`src/ecsr_pkg.sv`:
```
// Constants, codes and types shared by the configuration store/restore controller
`default_nettype none
package ecsr_pkg;

  localparam int unsigned REG_AW = 12;
  localparam int unsigned NV_AW = 10;

  // Register map
  localparam logic [11:0] SEG_BASE = 12'hA00;
  localparam logic [11:0] SEG_LAST = 12'hA16;
  localparam logic [4:0] SEG_COUNT = 5'h17;
  localparam logic [11:0] ADDR_PEND = 12'hB00;
  localparam logic [11:0] ADDR_ERR = 12'hB01;
  localparam logic [11:0] ADDR_CTL1 = 12'hB02;
  localparam logic [11:0] ADDR_CTL2 = 12'hB03;
  localparam logic [11:0] ADDR_PINSEL = 12'h232;
  localparam logic [11:0] ADDR_UPDATE = 12'h234;

  // Field positions
  localparam int unsigned PEND_BIT = 0;
  localparam int unsigned ERR_BIT = 0;
  localparam int unsigned WREN_BIT = 0;
  localparam int unsigned SOFT_BIT = 1;
  localparam int unsigned STORE_BIT = 0;
  localparam int unsigned PINSEL_BIT = 4;
  localparam int unsigned UPDATE_BIT = 0;

  // Reset values
  localparam logic RST_FLAG = 1'b0;
  localparam logic [7:0] RST_BYTE = 8'h00;

  // Segment entry codes; bit 7 clear means a range entry whose byte is length-1
  localparam int unsigned OP_FLAG_BIT = 7;
  localparam logic [7:0] OP_COMMIT = 8'h80;
  localparam logic [7:0] OP_END = 8'hFF;

  // Walk phases inside one entry, then the closing check byte
  localparam logic [2:0] PH_ENTRY = 3'h0;
  localparam logic [2:0] PH_ADDR_HI = 3'h1;
  localparam logic [2:0] PH_ADDR_LO = 3'h2;
  localparam logic [2:0] PH_DATA = 3'h3;
  localparam logic [2:0] PH_CSUM = 3'h4;

  typedef enum logic [3:0] {
    ST_IDLE = 4'h1,
    ST_ISSUE = 4'h2,
    ST_WAIT = 4'h4,
    ST_TAKE = 4'h8
  } ecsr_state_t;

  // Default table: every configuration range, then a commit, then end of data
  function automatic logic [7:0] ecsr_seg_default(input logic [4:0] idx);
    logic [7:0] v;
    v = OP_END;
    case (idx)
      5'h00: v = 8'h0F;
      5'h01: v = 8'h00;
      5'h02: v = 8'h10;
      5'h03: v = 8'h1F;
      5'h04: v = 8'h00;
      5'h05: v = 8'hF0;
      5'h06: v = 8'h1F;
      5'h07: v = 8'h01;
      5'h08: v = 8'h90;
      5'h09: v = 8'h04;
      5'h0A: v = 8'h02;
      5'h0B: v = 8'h30;
      5'h0C: v = OP_COMMIT;
      default: v = OP_END;
    endcase
    return v;
  endfunction

  function automatic logic ecsr_is_seg(input logic [11:0] a);
    return (a >= SEG_BASE) && (a <= SEG_LAST);
  endfunction

  function automatic logic [4:0] ecsr_seg_idx(input logic [11:0] a);
    logic [11:0] d;
    d = a - SEG_BASE;
    return d[4:0];
  endfunction

endpackage
`default_nettype wire

```
`src/ecsr_ctrl.sv`:
```
// Configuration store/restore controller between register bank and nonvolatile memory
`timescale 1ns/10ps
`default_nettype none
// How it works
// A 23-byte segment table names register ranges copied to and from memory.
// Table codes request a commit during restore or mark end of data; both are stored.
// Default table covers all configuration ranges, then commits.
// Pending flag reads 1 while a transfer runs, 0 when finished.
// Pending flag drives the first status pin when its select bit is set.
// Error flag reads 1 when stored data fails its check.
// With boot-select low, soft-reload bit resets and restores; it self-clears.
// Write-enable bit gates memory writes; cleared by default.
// Store bit starts bank-to-memory copy and self-clears when done.
// Commit copies buffered to active on next serial clock rise; self-clears.
// Entries walk in ascending order and stop at the first end code.
// Software enables writes before storing and polls pending before trusting memory.
module ecsr_ctrl
  import ecsr_pkg::*;
(
  input wire logic clk_sys,
  input wire logic rst_n,
  input wire logic reg_wr,
  input wire logic [11:0] reg_addr,
  input wire logic [7:0] reg_wdata,
  output logic [7:0] reg_rdata,
  input wire logic boot_sel,
  input wire logic sclk_rise,
  output logic bank_rd,
  output logic bank_wr,
  output logic [11:0] bank_addr,
  output logic [7:0] bank_wdata,
  input wire logic [7:0] bank_rdata,
  output logic nv_rd,
  output logic nv_wr,
  output logic [9:0] nv_addr,
  output logic [7:0] nv_wdata,
  input wire logic [7:0] nv_rdata,
  output logic commit_out,
  output logic soft_reset_out,
  output logic status_out_first
);

  ecsr_state_t st_reg, st_next;
  logic mode_reg, mode_next;
  logic [2:0] ph_reg, ph_next;
  logic [4:0] tidx_reg, tidx_next;
  logic [6:0] cnt_reg, cnt_next;
  logic [11:0] addr_reg, addr_next;
  logic [9:0] nvp_reg, nvp_next;
  logic [7:0] csum_reg, csum_next;
  logic pend_reg, pend_next;
  logic err_reg, err_next;
  logic wren_reg, wren_next;
  logic pinsel_reg, pinsel_next;
  logic cpend_reg, cpend_next;
  logic commit_reg, commit_next;
  logic soft_reg, soft_next;
  logic boot_done_reg, boot_done_next;
  logic status_reg, status_next;
  logic [7:0] rdata_reg, rdata_next;
  logic bank_rd_reg, bank_rd_next, bank_wr_reg, bank_wr_next;
  logic [11:0] bank_addr_reg, bank_addr_next;
  logic [7:0] bank_wdata_reg, bank_wdata_next;
  logic nv_rd_reg, nv_rd_next, nv_wr_reg, nv_wr_next;
  logic [9:0] nv_addr_reg, nv_addr_next;
  logic [7:0] nv_wdata_reg, nv_wdata_next;

  logic [7:0] tbl_a, tbl_b, src_byte;
  logic tbl_we, wr_ctl1, wr_ctl2, nv_store_start, reload_start;

  assign tbl_we = reg_wr && ecsr_is_seg(reg_addr) && (st_reg == ST_IDLE);
  assign wr_ctl1 = reg_wr && (reg_addr == ADDR_CTL1);
  assign wr_ctl2 = reg_wr && (reg_addr == ADDR_CTL2);
  // Reload gated by pin
  assign reload_start = (wr_ctl1 && reg_wdata[SOFT_BIT] && !boot_sel) || (!boot_done_reg && !boot_sel);
  // Store start decode
  assign nv_store_start = wr_ctl2 && reg_wdata[STORE_BIT] && boot_done_reg && !reload_start;

  ecsr_seg_table u_table (
    .clk_sys(clk_sys),
    .rst_n(rst_n),
    .wr_en(tbl_we),
    .wr_idx(ecsr_seg_idx(reg_addr)),
    .wr_data(reg_wdata),
    .rd_idx_a(ecsr_seg_idx(reg_addr)),
    .rd_data_a(tbl_a),
    .rd_idx_b(tidx_reg),
    .rd_data_b(tbl_b)
  );

  // Store reads entries from the table and data from the bank; restore reads all from memory
  assign src_byte = !mode_reg ? nv_rdata : ((ph_reg == PH_DATA) ? bank_rdata : tbl_b);

  ////////////////////////////////////////////////////////////////////////////
  always_comb begin
    st_next = st_reg;
    mode_next = mode_reg;
    ph_next = ph_reg;
    tidx_next = tidx_reg;
    cnt_next = cnt_reg;
    addr_next = addr_reg;
    nvp_next = nvp_reg;
    csum_next = csum_reg;
    pend_next = pend_reg;
    err_next = err_reg;
    cpend_next = cpend_reg;
    bank_rd_next = 1'b0;
    bank_wr_next = 1'b0;
    bank_addr_next = bank_addr_reg;
    bank_wdata_next = bank_wdata_reg;
    nv_rd_next = 1'b0;
    nv_wr_next = 1'b0;
    nv_addr_next = nv_addr_reg;
    nv_wdata_next = nv_wdata_reg;
    case (st_reg)
      ST_IDLE: begin
        if (reload_start || nv_store_start) begin
          st_next = ST_ISSUE;
          mode_next = nv_store_start;
          ph_next = PH_ENTRY;
          tidx_next = 5'h00;
          nvp_next = 10'h000;
          csum_next = RST_BYTE;
          pend_next = 1'b1;
          // Store with writes locked still walks but is flagged
          err_next = nv_store_start && !wren_reg;
        end
      end
      ST_ISSUE: begin
        st_next = ST_WAIT;
        // Stop on table overrun
        if ((ph_reg < PH_DATA) && (tidx_reg >= SEG_COUNT)) begin
          st_next = ST_IDLE;
          pend_next = 1'b0;
          err_next = 1'b1;
        end else if (mode_reg && (ph_reg == PH_CSUM)) begin
          // Write gate
          nv_wr_next = wren_reg;
          nv_addr_next = nvp_reg;
          nv_wdata_next = csum_reg;
          st_next = ST_IDLE;
          pend_next = 1'b0;
        end else if (mode_reg && (ph_reg == PH_DATA)) begin
          bank_rd_next = 1'b1;
          bank_addr_next = addr_reg;
        end else if (!mode_reg) begin
          nv_rd_next = 1'b1;
          nv_addr_next = nvp_reg;
          nvp_next = nvp_reg + 10'h001;
        end
      end
      ST_WAIT: begin
        st_next = ST_TAKE;
      end
      ST_TAKE: begin
        st_next = ST_ISSUE;
        if (ph_reg != PH_CSUM) begin
          csum_next = csum_reg ^ src_byte;
          if (mode_reg) begin
            // Write gate
            nv_wr_next = wren_reg;
            nv_addr_next = nvp_reg;
            nv_wdata_next = src_byte;
            nvp_next = nvp_reg + 10'h001;
          end
        end
        case (ph_reg)
          PH_ENTRY: begin
            tidx_next = tidx_reg + 5'h01;
            if (!src_byte[OP_FLAG_BIT]) begin
              cnt_next = src_byte[6:0];
              ph_next = PH_ADDR_HI;
            end else if (src_byte == OP_COMMIT) begin
              // Table-issued commit
              cpend_next = !mode_reg;
            end else begin
              // End code ends the walk
              ph_next = PH_CSUM;
            end
          end
          PH_ADDR_HI: begin
            tidx_next = tidx_reg + 5'h01;
            addr_next = {src_byte[3:0], addr_reg[7:0]};
            ph_next = PH_ADDR_LO;
          end
          PH_ADDR_LO: begin
            tidx_next = tidx_reg + 5'h01;
            addr_next = {addr_reg[11:8], src_byte};
            ph_next = PH_DATA;
          end
          PH_DATA: begin
            // Range copy
            bank_wr_next = !mode_reg;
            bank_addr_next = addr_reg;
            bank_wdata_next = src_byte;
            addr_next = addr_reg + 12'h001;
            if (cnt_reg == 7'h00) begin
              ph_next = PH_ENTRY;
            end else begin
              cnt_next = cnt_reg - 7'h01;
            end
          end
          default: begin
            // Stored check byte
            err_next = (src_byte != csum_reg);
            st_next = ST_IDLE;
            pend_next = 1'b0;
          end
        endcase
      end
      default: begin
        st_next = ST_IDLE;
        pend_next = 1'b0;
      end
    endcase
    // Software commit; a new request wins over the firing edge
    if (reg_wr && (reg_addr == ADDR_UPDATE) && reg_wdata[UPDATE_BIT]) begin
      cpend_next = 1'b1;
    end else if (cpend_reg && sclk_rise && (cpend_next == cpend_reg)) begin
      cpend_next = 1'b0;
    end
    if (!rst_n) begin
      st_next = ST_IDLE;
      pend_next = RST_FLAG;
      err_next = RST_FLAG;
      cpend_next = RST_FLAG;
      bank_rd_next = RST_FLAG;
      bank_wr_next = RST_FLAG;
      nv_rd_next = RST_FLAG;
      nv_wr_next = RST_FLAG;
    end
  end

  ////////////////////////////////////////////////////////////////////////////
  always_comb begin
    wren_next = wr_ctl1 ? reg_wdata[WREN_BIT] : wren_reg;
    pinsel_next = (reg_wr && (reg_addr == ADDR_PINSEL)) ? reg_wdata[PINSEL_BIT] : pinsel_reg;
    // Fire on serial clock rise
    commit_next = cpend_reg && sclk_rise;
    // One-cycle reset pulse
    soft_next = wr_ctl1 && reg_wdata[SOFT_BIT] && !boot_sel;
    boot_done_next = 1'b1;
    // Status pin routing
    status_next = pend_next && pinsel_next;
    rdata_next = RST_BYTE;
    if (ecsr_is_seg(reg_addr)) begin
      rdata_next = tbl_a;
    end else begin
      case (reg_addr)
        // Pending readback
        ADDR_PEND: rdata_next[PEND_BIT] = pend_reg;
        ADDR_ERR: rdata_next[ERR_BIT] = err_reg;
        ADDR_CTL1: begin
          rdata_next[WREN_BIT] = wren_reg;
          rdata_next[SOFT_BIT] = soft_reg;
        end
        ADDR_CTL2: rdata_next[STORE_BIT] = pend_reg && mode_reg;
        ADDR_PINSEL: rdata_next[PINSEL_BIT] = pinsel_reg;
        ADDR_UPDATE: rdata_next[UPDATE_BIT] = cpend_reg;
        default: rdata_next = RST_BYTE;
      endcase
    end
    if (!rst_n) begin
      wren_next = RST_FLAG;
      pinsel_next = RST_FLAG;
      commit_next = RST_FLAG;
      soft_next = RST_FLAG;
      boot_done_next = RST_FLAG;
      status_next = RST_FLAG;
      rdata_next = RST_BYTE;
    end
  end

  always_ff @(posedge clk_sys) begin
    st_reg <= st_next;
    mode_reg <= mode_next;
    ph_reg <= ph_next;
    tidx_reg <= tidx_next;
    cnt_reg <= cnt_next;
    addr_reg <= addr_next;
    nvp_reg <= nvp_next;
    csum_reg <= csum_next;
    pend_reg <= pend_next;
    err_reg <= err_next;
    wren_reg <= wren_next;
    pinsel_reg <= pinsel_next;
    cpend_reg <= cpend_next;
    commit_reg <= commit_next;
    soft_reg <= soft_next;
    boot_done_reg <= boot_done_next;
    status_reg <= status_next;
    rdata_reg <= rdata_next;
    bank_rd_reg <= bank_rd_next;
    bank_wr_reg <= bank_wr_next;
    bank_addr_reg <= bank_addr_next;
    bank_wdata_reg <= bank_wdata_next;
    nv_rd_reg <= nv_rd_next;
    nv_wr_reg <= nv_wr_next;
    nv_addr_reg <= nv_addr_next;
    nv_wdata_reg <= nv_wdata_next;
  end

  assign reg_rdata = rdata_reg;
  assign bank_rd = bank_rd_reg;
  assign bank_wr = bank_wr_reg;
  assign bank_addr = bank_addr_reg;
  assign bank_wdata = bank_wdata_reg;
  assign nv_rd = nv_rd_reg;
  assign nv_wr = nv_wr_reg;
  assign nv_addr = nv_addr_reg;
  assign nv_wdata = nv_wdata_reg;
  assign commit_out = commit_reg;
  assign soft_reset_out = soft_reg;
  assign status_out_first = status_reg;
endmodule // ecsr_ctrl
`default_nettype wire

```
`src/ecsr_seg_table.sv`:
```
// Segment table storage with default contents and two read ports
`timescale 1ns/10ps
`default_nettype none
module ecsr_seg_table
  import ecsr_pkg::*;
(
  input wire logic clk_sys,
  input wire logic rst_n,
  input wire logic wr_en,
  input wire logic [4:0] wr_idx,
  input wire logic [7:0] wr_data,
  input wire logic [4:0] rd_idx_a,
  output logic [7:0] rd_data_a,
  input wire logic [4:0] rd_idx_b,
  output logic [7:0] rd_data_b
);

  logic [7:0] mem_reg [0:22];
  logic [7:0] mem_next [0:22];

  // Default contents
  always_comb begin
    for (int i = 0; i < 23; i++) begin
      if (!rst_n) begin
        mem_next[i] = ecsr_seg_default(5'(i));
      end else if (wr_en && (wr_idx == 5'(i))) begin
        mem_next[i] = wr_data;
      end else begin
        mem_next[i] = mem_reg[i];
      end
    end
  end

  always_ff @(posedge clk_sys) begin
    mem_reg <= mem_next;
  end

  // Out-of-range indices read as end of data
  assign rd_data_a = (rd_idx_a < SEG_COUNT) ? mem_reg[rd_idx_a] : OP_END;
  assign rd_data_b = (rd_idx_b < SEG_COUNT) ? mem_reg[rd_idx_b] : OP_END;

endmodule // ecsr_seg_table
`default_nettype wire

```
`config.mk`:
```
export PLATFORM = sky130hd
export DESIGN_NAME = ecsr_ctrl
export DESIGN_NICKNAME = d
export VERILOG_FILES = /design/src/ecsr_pkg.sv /design/src/ecsr_ctrl.sv /design/src/ecsr_seg_table.sv
export SDC_FILE = /design/constraint.sdc
export NUM_CORES = 1
export LEC_CHECK = 0
export BUFFER_PORTS_ARGS = -buffer_cell sky130_fd_sc_hd__buf_2
export CAP_MARGIN = 40
export CORE_MARGIN = 1.5
export CORE_UTILIZATION = 52
export CTS_BUF_LIST = sky130_fd_sc_hd__clkbuf_2
export CTS_CLUSTER_SIZE = 30
export DETAILED_ROUTE_END_ITERATION = 10
export PLACE_DENSITY = 0.72
export SLEW_MARGIN = 20
export SYNTH_ARGS = -nofsm -noshare
export SYNTH_HDL_FRONTEND = slang
export SYNTH_HIERARCHICAL = 1
export SYNTH_SLANG_ARGS = --single-unit
```
`constraint.sdc`:
```
create_clock -name clk_sys -period 5.9 [get_ports clk_sys]
set_clock_uncertainty 0.1 [all_clocks]
set_input_delay 0.295 -clock clk_sys [delete_from_list [all_inputs] [get_ports clk_sys]]
set_output_delay 0.295 -clock clk_sys [all_outputs]
set_load 0.1 [all_outputs]
```
== Word-level counts from Yosys, hierarchy flattened ==
Index checks and enable logic that the tools add are counted.
W data, S select, Z words.

* Bits in registers: 293
* Output and inout bits: 53
* Word-level logic and storage cells: 296

* Add/subtract/negate cells: 5
* $lt $le $gt $ge: 8
* Eq/ne operators: 60
* Mux-type cells: 85
* Bitwise gates (word level): 7
* Reductions and logical operators: 80

{| class="wikitable"
|+ Operator list
! cell !! number
|-
| $mux W10 || 13
|-
| $mux W8 || 14
|-
| $bmux W8 S5 || 2
|-
| $eq A12 B12 Y1 const B || 4
|-
| $mux W12 || 4
|-
| $logic_and A1 B1 Y1 || 45
|-
| $eq A5 B4 Y1 const B || 8
|-
| $pmux W12 S3 || 1
|-
| $eq A5 B5 Y1 const B || 7
|-
| $pmux W8 S2 || 2
|-
| $pmux W10 S3 || 1
|-
| $ne A2 B2 Y1 const B || 14
|-
| $eq A12 B10 Y1 const B || 2
|-
| $mux W1 || 24
|-
| $pmux W12 S2 || 1
|-
| $eq A5 B3 Y1 const B || 4
|-
| $pmux W10 S2 || 1
|-
| $mux W3 || 6
|-
| $pmux W4 S4 || 1
|-
| $mux W5 || 3
|-
| $reduce_and A3 Y1 || 5
|-
| $reduce_and A5 Y1 || 3
|-
| $mux W7 || 2
|-
| $pmux W7 S2 || 1
|-
| 53 further kinds || 77
|}

== Depth between registers and ports, before layout ==
* Word-level depth: 16
* Mapped depth: 13
* Mapped depth without buffers: 10

== Modules after synthesis ==
The synthesis kept the hierarchy.

{| class="wikitable"
|+ Modules (own cells, without submodules)
! module !! times used !! cells each !! area each (µm²) !! seq. area each (µm²)
|-
| ecsr_seg_table || 1 || 1121 || 10035.9 || 3683.5
|-
| ecsr_ctrl || 1 || 503 || 5385.2 || 3022.9
|}

== Least setup slack after synthesis ==
Ideal clock, no wire load.

* Path type: register to register
* From: register tidx_reg[2]
* To: register ph_reg[0], enable pin
* Arrival time: 2.888 ns
* Path slack: 2.630 ns
* Cell stages (with the launch flop): 13
* Path buffers: 3
* Path through: edfxtp_1 buf_4 buf_2 buf_2 mux4_2 a22oi_1 nand4b_1 or4_1 nor2_1 o311a_1 nand4_1 a211oi_1 o31ai_1

* Longest elaborated chain between the ends: 10

{| class="wikitable"
|+ Ends and longest elaborated chain
! item !! line !! source
|-
| start, declared || ecsr_ctrl.sv:46 || <nowiki>logic [4:0] tidx_reg, tidx_next;</nowiki>
|-
| start signal, assigned || ecsr_ctrl.sv:278 || <nowiki>tidx_reg <= tidx_next;</nowiki>
|-
| $not A5 Y6 (implied by the code) || ecsr_seg_table.sv:40 || <nowiki>assign rd_data_b = (rd_idx_b < SEG_COUNT) ? mem_reg[rd_idx_b] : OP_END;</nowiki>
|-
| $bmux W8 S5 || ecsr_seg_table.sv:40 ||
|-
| $mux W8 (implied by the code) (2 in series) || ecsr_seg_table.sv:40 ||
|-
| $mux W8 * || ecsr_seg_table.sv:40 ||
|-
| net tbl_b[0] || ecsr_ctrl.sv:68 || <nowiki>logic [7:0] tbl_a, tbl_b, src_byte;</nowiki>
|-
| $mux W8 * (2 in series) || ecsr_ctrl.sv:92 || <nowiki>assign src_byte = !mode_reg ? nv_rdata : ((ph_reg == PH_DATA) ? bank_rdata : tbl_b);</nowiki>
|-
| $eq A8 B8 Y1 * || ecsr_ctrl.sv:173 || <nowiki>end else if (src_byte == OP_COMMIT) begin</nowiki>
|-
| $ne A4 B4 Y1 (no line) * || - ||
|-
| $reduce_and A5 Y1 (no line) * || - ||
|-
| end signal, assigned || ecsr_ctrl.sv:277 || <nowiki>ph_reg <= ph_next;</nowiki>
|-
| end, declared || ecsr_ctrl.sv:45 || <nowiki>logic [2:0] ph_reg, ph_next;</nowiki>
|}

Mark *: on every way through the listed nets, which the timed path passes. The rest lies on a longest branch. The select of a mux whose other input is x is not followed.
A chain may end at the register's enable or synchronous reset.

== Final worst setup path ==
* From: register tidx_reg[2]
* To: register cpend_reg

* Longest elaborated chain between the ends: 16

{| class="wikitable"
|+ Ends and longest elaborated chain
! item !! line !! source
|-
| $not A5 Y6 (implied by the code) || ecsr_seg_table.sv:40 ||
|-
| $bmux W8 S5 || ecsr_seg_table.sv:40 ||
|-
| $mux W8 (implied by the code) (2 in series) || ecsr_seg_table.sv:40 ||
|-
| $mux W8 * || ecsr_seg_table.sv:40 ||
|-
| net tbl_b[0] || ecsr_ctrl.sv:68 ||
|-
| $mux W8 * (2 in series) || ecsr_ctrl.sv:92 ||
|-
| $eq A8 B8 Y1 * || ecsr_ctrl.sv:173 ||
|-
| $mux W1 * || ecsr_ctrl.sv:173 ||
|-
| $mux W1 * || ecsr_ctrl.sv:170 || <nowiki>if (!src_byte[OP_FLAG_BIT]) begin</nowiki>
|-
| $mux W1 * || ecsr_ctrl.sv:167 || <nowiki>case (ph_reg)</nowiki>
|-
| $mux W1 * || ecsr_ctrl.sv:115 || <nowiki>case (st_reg)</nowiki>
|-
| $eq A1 B1 Y1 || ecsr_ctrl.sv:219 || <nowiki>end else if (cpend_reg && sclk_rise && (cpend_next == cpend_reg)) begin</nowiki>
|-
| $logic_and A1 B1 Y1 || ecsr_ctrl.sv:219 ||
|-
| $mux W1 * || ecsr_ctrl.sv:219 ||
|-
| $mux W1 * || ecsr_ctrl.sv:217 || <nowiki>if (reg_wr && (reg_addr == ADDR_UPDATE) && reg_wdata[UPDATE_BIT]) begin</nowiki>
|-
| end signal, assigned || ecsr_ctrl.sv:287 || <nowiki>cpend_reg <= cpend_next;</nowiki>
|-
| end, declared || ecsr_ctrl.sv:55 || <nowiki>logic cpend_reg, cpend_next;</nowiki>
|}

Marks and branches as above.

==> metrics.cfg <==
[sta]
rsz0062_at_grt=no
maxSlewHeadroom_pct=39.24
slew_viol_final=0
hold_violations=0
max_freq_mhz=221.4
period_share_pct=76.57
tightestPinTransition_ns=0.9018
period_minus_slack_ns=4.517
fin_setup_tns_ns=0
finalSetupViolCount=0

[power]
p_per_area_nw_per_um2=230.3
worst_ir_drop_vdd_mv=0.1181
leakagePower_uw=0.006652

[synth]
yosysSeqAreaShare_pct=43.49
syn_avg_cell_area_um2=9.496
syn_nets=1670
synth_cells=1624
ys_warn_count=6
syn_area_um2=15420
ys.flop_type=dfxtp_1
synth_area_leaders=dfxtp_1 (27%), edfxtp_1 (16%), mux4_2 (8.0%), nand2_1 (7.7%), nand3_1 (6.7%)
synth_top_area_cell=dfxtp_1
netlist.area_leader.share_pct=27.13
async_reset_ff_share_pct=0
synth.distinct_cells=79
yosys_register_bits=293
synth_edf_count=84

[finish]
final_cells=2179
areaGrowthSynthToFinish_pct=11.38
drive_gt1_share_pct=18.78
largest_register_ffs=184
num-fill-cells=2517
finalNetCount=1787

[route]
avgViaCountPerCell=6.286
wl_per_cell_um=21.00
ant_nets=0
finalWirelength_mm=45.77
drc=0
drt_iter0_drc=1734
dr.pass1.iters=6
num_vias=13700

[floorplanning]
coreArea_um2=28940
die_h_um=175.2
rows=62
ios=94
die_w_um=175.2
die_area_um2=30700
initial_core_util_pct=53.29

[run_status]
status=completed

[critical_path]
endpoint_kind=register
worstPathCellList=buf_4 > mux4_2 > a22oi_1 > nand4b_1 > or4_1 > nor2_1 > o311a_1 > nand4_1 > a211oi_1 > o221ai_1 > dlygate4sd3_1
critPathMaxStageDelay_ns=0.85
worstSetupPathType=reg -> reg
cp_max_fo=26
cpMaxStageDelayCell=edfxtp_1
cp_data_required_time_ns=6.52
startpoint_type=register
critPathArrivalTime_ns=5.14

[cts]
ctsResizeCount=0
path_clk_slew_ns=0.10
clk_latency_ns=0.88
cts_buffer_depth=3
postCtsSetupBuffers=0
cts_root_buffer=clkbuf_2
cts_tree=done
ctsHoldBuffers=42
cts.sinks=293
cts_made_buffers=75
htree_num_levels=3

[global_routing]
grtUsageTotal_pct=29.38
grt_max_degree=68
grt_pass1_wl_mm=70.54
grt_pass1_vias=12990
antenna_found_initial=1
overflow=0

[place]
gp_congestion=0.9557
post-dp-hpwl_mm=30.02
placed_cells=2001
portBuffers=93

[job]
maxCapViolCount=0

[min_path]
holdCritPathClass=in -> reg

cell families (layout without fill, tap and decap cells):
logic type,Yosys count,after routing,share of synthesized area (%)
AOI/OAI and AO/OA,246,246,11.83
xor gates and xnor gates,30,30,1.704
adders and majority gates,5,5,0.4057
buffers and inverters,160,330,4.803
DFF,293,293,43.49
muxes,133,133,14.13
other,0,1,0
and+or+nand+nor,757,757,23.64
worst max-delay path: cells and delay by family (launching register included):
kind	cells	cell delay, ns
DFF	1	0.85
muxes	1	0.38
buffers and inverters	2	1.08
and+or+nand+nor	4	0.99
AOI/OAI and AO/OA	4	0.97
synthesized netlist by cell type (38+ instances only):
master / instances
dfxtp_1: 209
nor2_1: 67
clkbuf_1: 62
edfxtp_1: 84
o21ai_0: 38
buf_2: 38
mux4_2: 55
mux2i_1: 58
a21boi_0: 61
nor2b_1: 50
nand2_1: 317
nand3_1: 207
area by class of cell:
type	count	area (um^2)	area share, %
clock buffer	115	575.6	3.351
sequential	293	6706	39.05
multi-input combinational	1171	7993	46.54
inverter	34	127.6	0.7431
timing repair buffer	166	1169	6.804
clock inverter	15	121.4	0.7066
tap	384	480.5	2.797
antenna	1	2.502	0.01457
through the flow:
| stage | instance area (um^2) | hold slack [ns] | power [uW] | utilization [%] | worst slack (ns) |
|---|---|---|---|---|---|
| after detailed placement | 16010 | 0.3692 | 2524 | 55.33 | 1.812 |
| after CTS | 17130 | 0.02679 | 3972 | 59.19 | 1.480 |
| final | 17180 | 0.09569 | 3956 | 59.36 | 1.383 |
| after global placement | 15910 | 0.3642 | 2514 | 54.99 | 1.885 |
| after global routing | 17180 | 0.09480 | 4106 | 59.36 | 1.209 |
| after floorplan | 15420 | 0.2227 | 2406 | - | 2.630 |
worst paths after layout:
| kind | start | end | slack [ns] | cells after the start |
|---|---|---|---|---|
| hold / removal | reg_addr[3] | reg_rdata[7]$_SDFF_PN0_ | 0.1 | 4 |
| hold reg to reg | u_table/mem_reg[139]$_SDFFE_PN0P_ | u_table/mem_reg[139]$_SDFFE_PN0P_ | 0.38 | 2 |
| setup / recovery | tidx_reg[2]$_SDFFCE_PN0P_ | cpend_reg$_SDFF_PN0_ | 1.38 | 11 |
| setup reg to reg | tidx_reg[2]$_SDFFCE_PN0P_ | cpend_reg$_SDFF_PN0_ | 1.38 | 11 |
routing by layer:
metal | vias up | wire (um) | track usage (%)
li1 | 6184 | - | -
met1 | 6549 | 17930 | 37.94
met2 | 836 | 21400 | 46.91
met3 | 128 | 4377 | 5.309
met4 | 0 | 2054 | 15.92
met5 | - | 0 | 0
where the power goes:
part / switching (uW) / internal [uW]
Combinational: 251 / 150
Sequential: 24.4 / 2090
Clock: 845 / 600
Total: 1120 / 2840
cells in the final DEF, fill, tap and decap left out, types with 11 or more instances in the layout:
cell type,netlist,layout
a22oi_1,15,15
a21boi_0,61,61
edfxtp_1,84,84
nand4b_1,13,13
and2_1,13,13
o211ai_1,21,21
mux2_2,11,11
nand2b_1,11,11
nor2_1,67,66
buf_4,10,22
nor2b_1,50,48
clkbuf_2,1,116
o21ai_0,38,38
nor3_1,12,12
xor2_1,12,12
inv_1,34,34
dlygate4sd3_1,0,42
mux4_2,55,55
nand2_1,317,317
and3_1,17,17
buf_2,38,95
xnor2_1,18,18
dfxtp_1,209,209
o31ai_1,11,11
nand3_1,207,207
mux2i_1,58,58
Note: power is estimated with default switching activity, not from simulation.
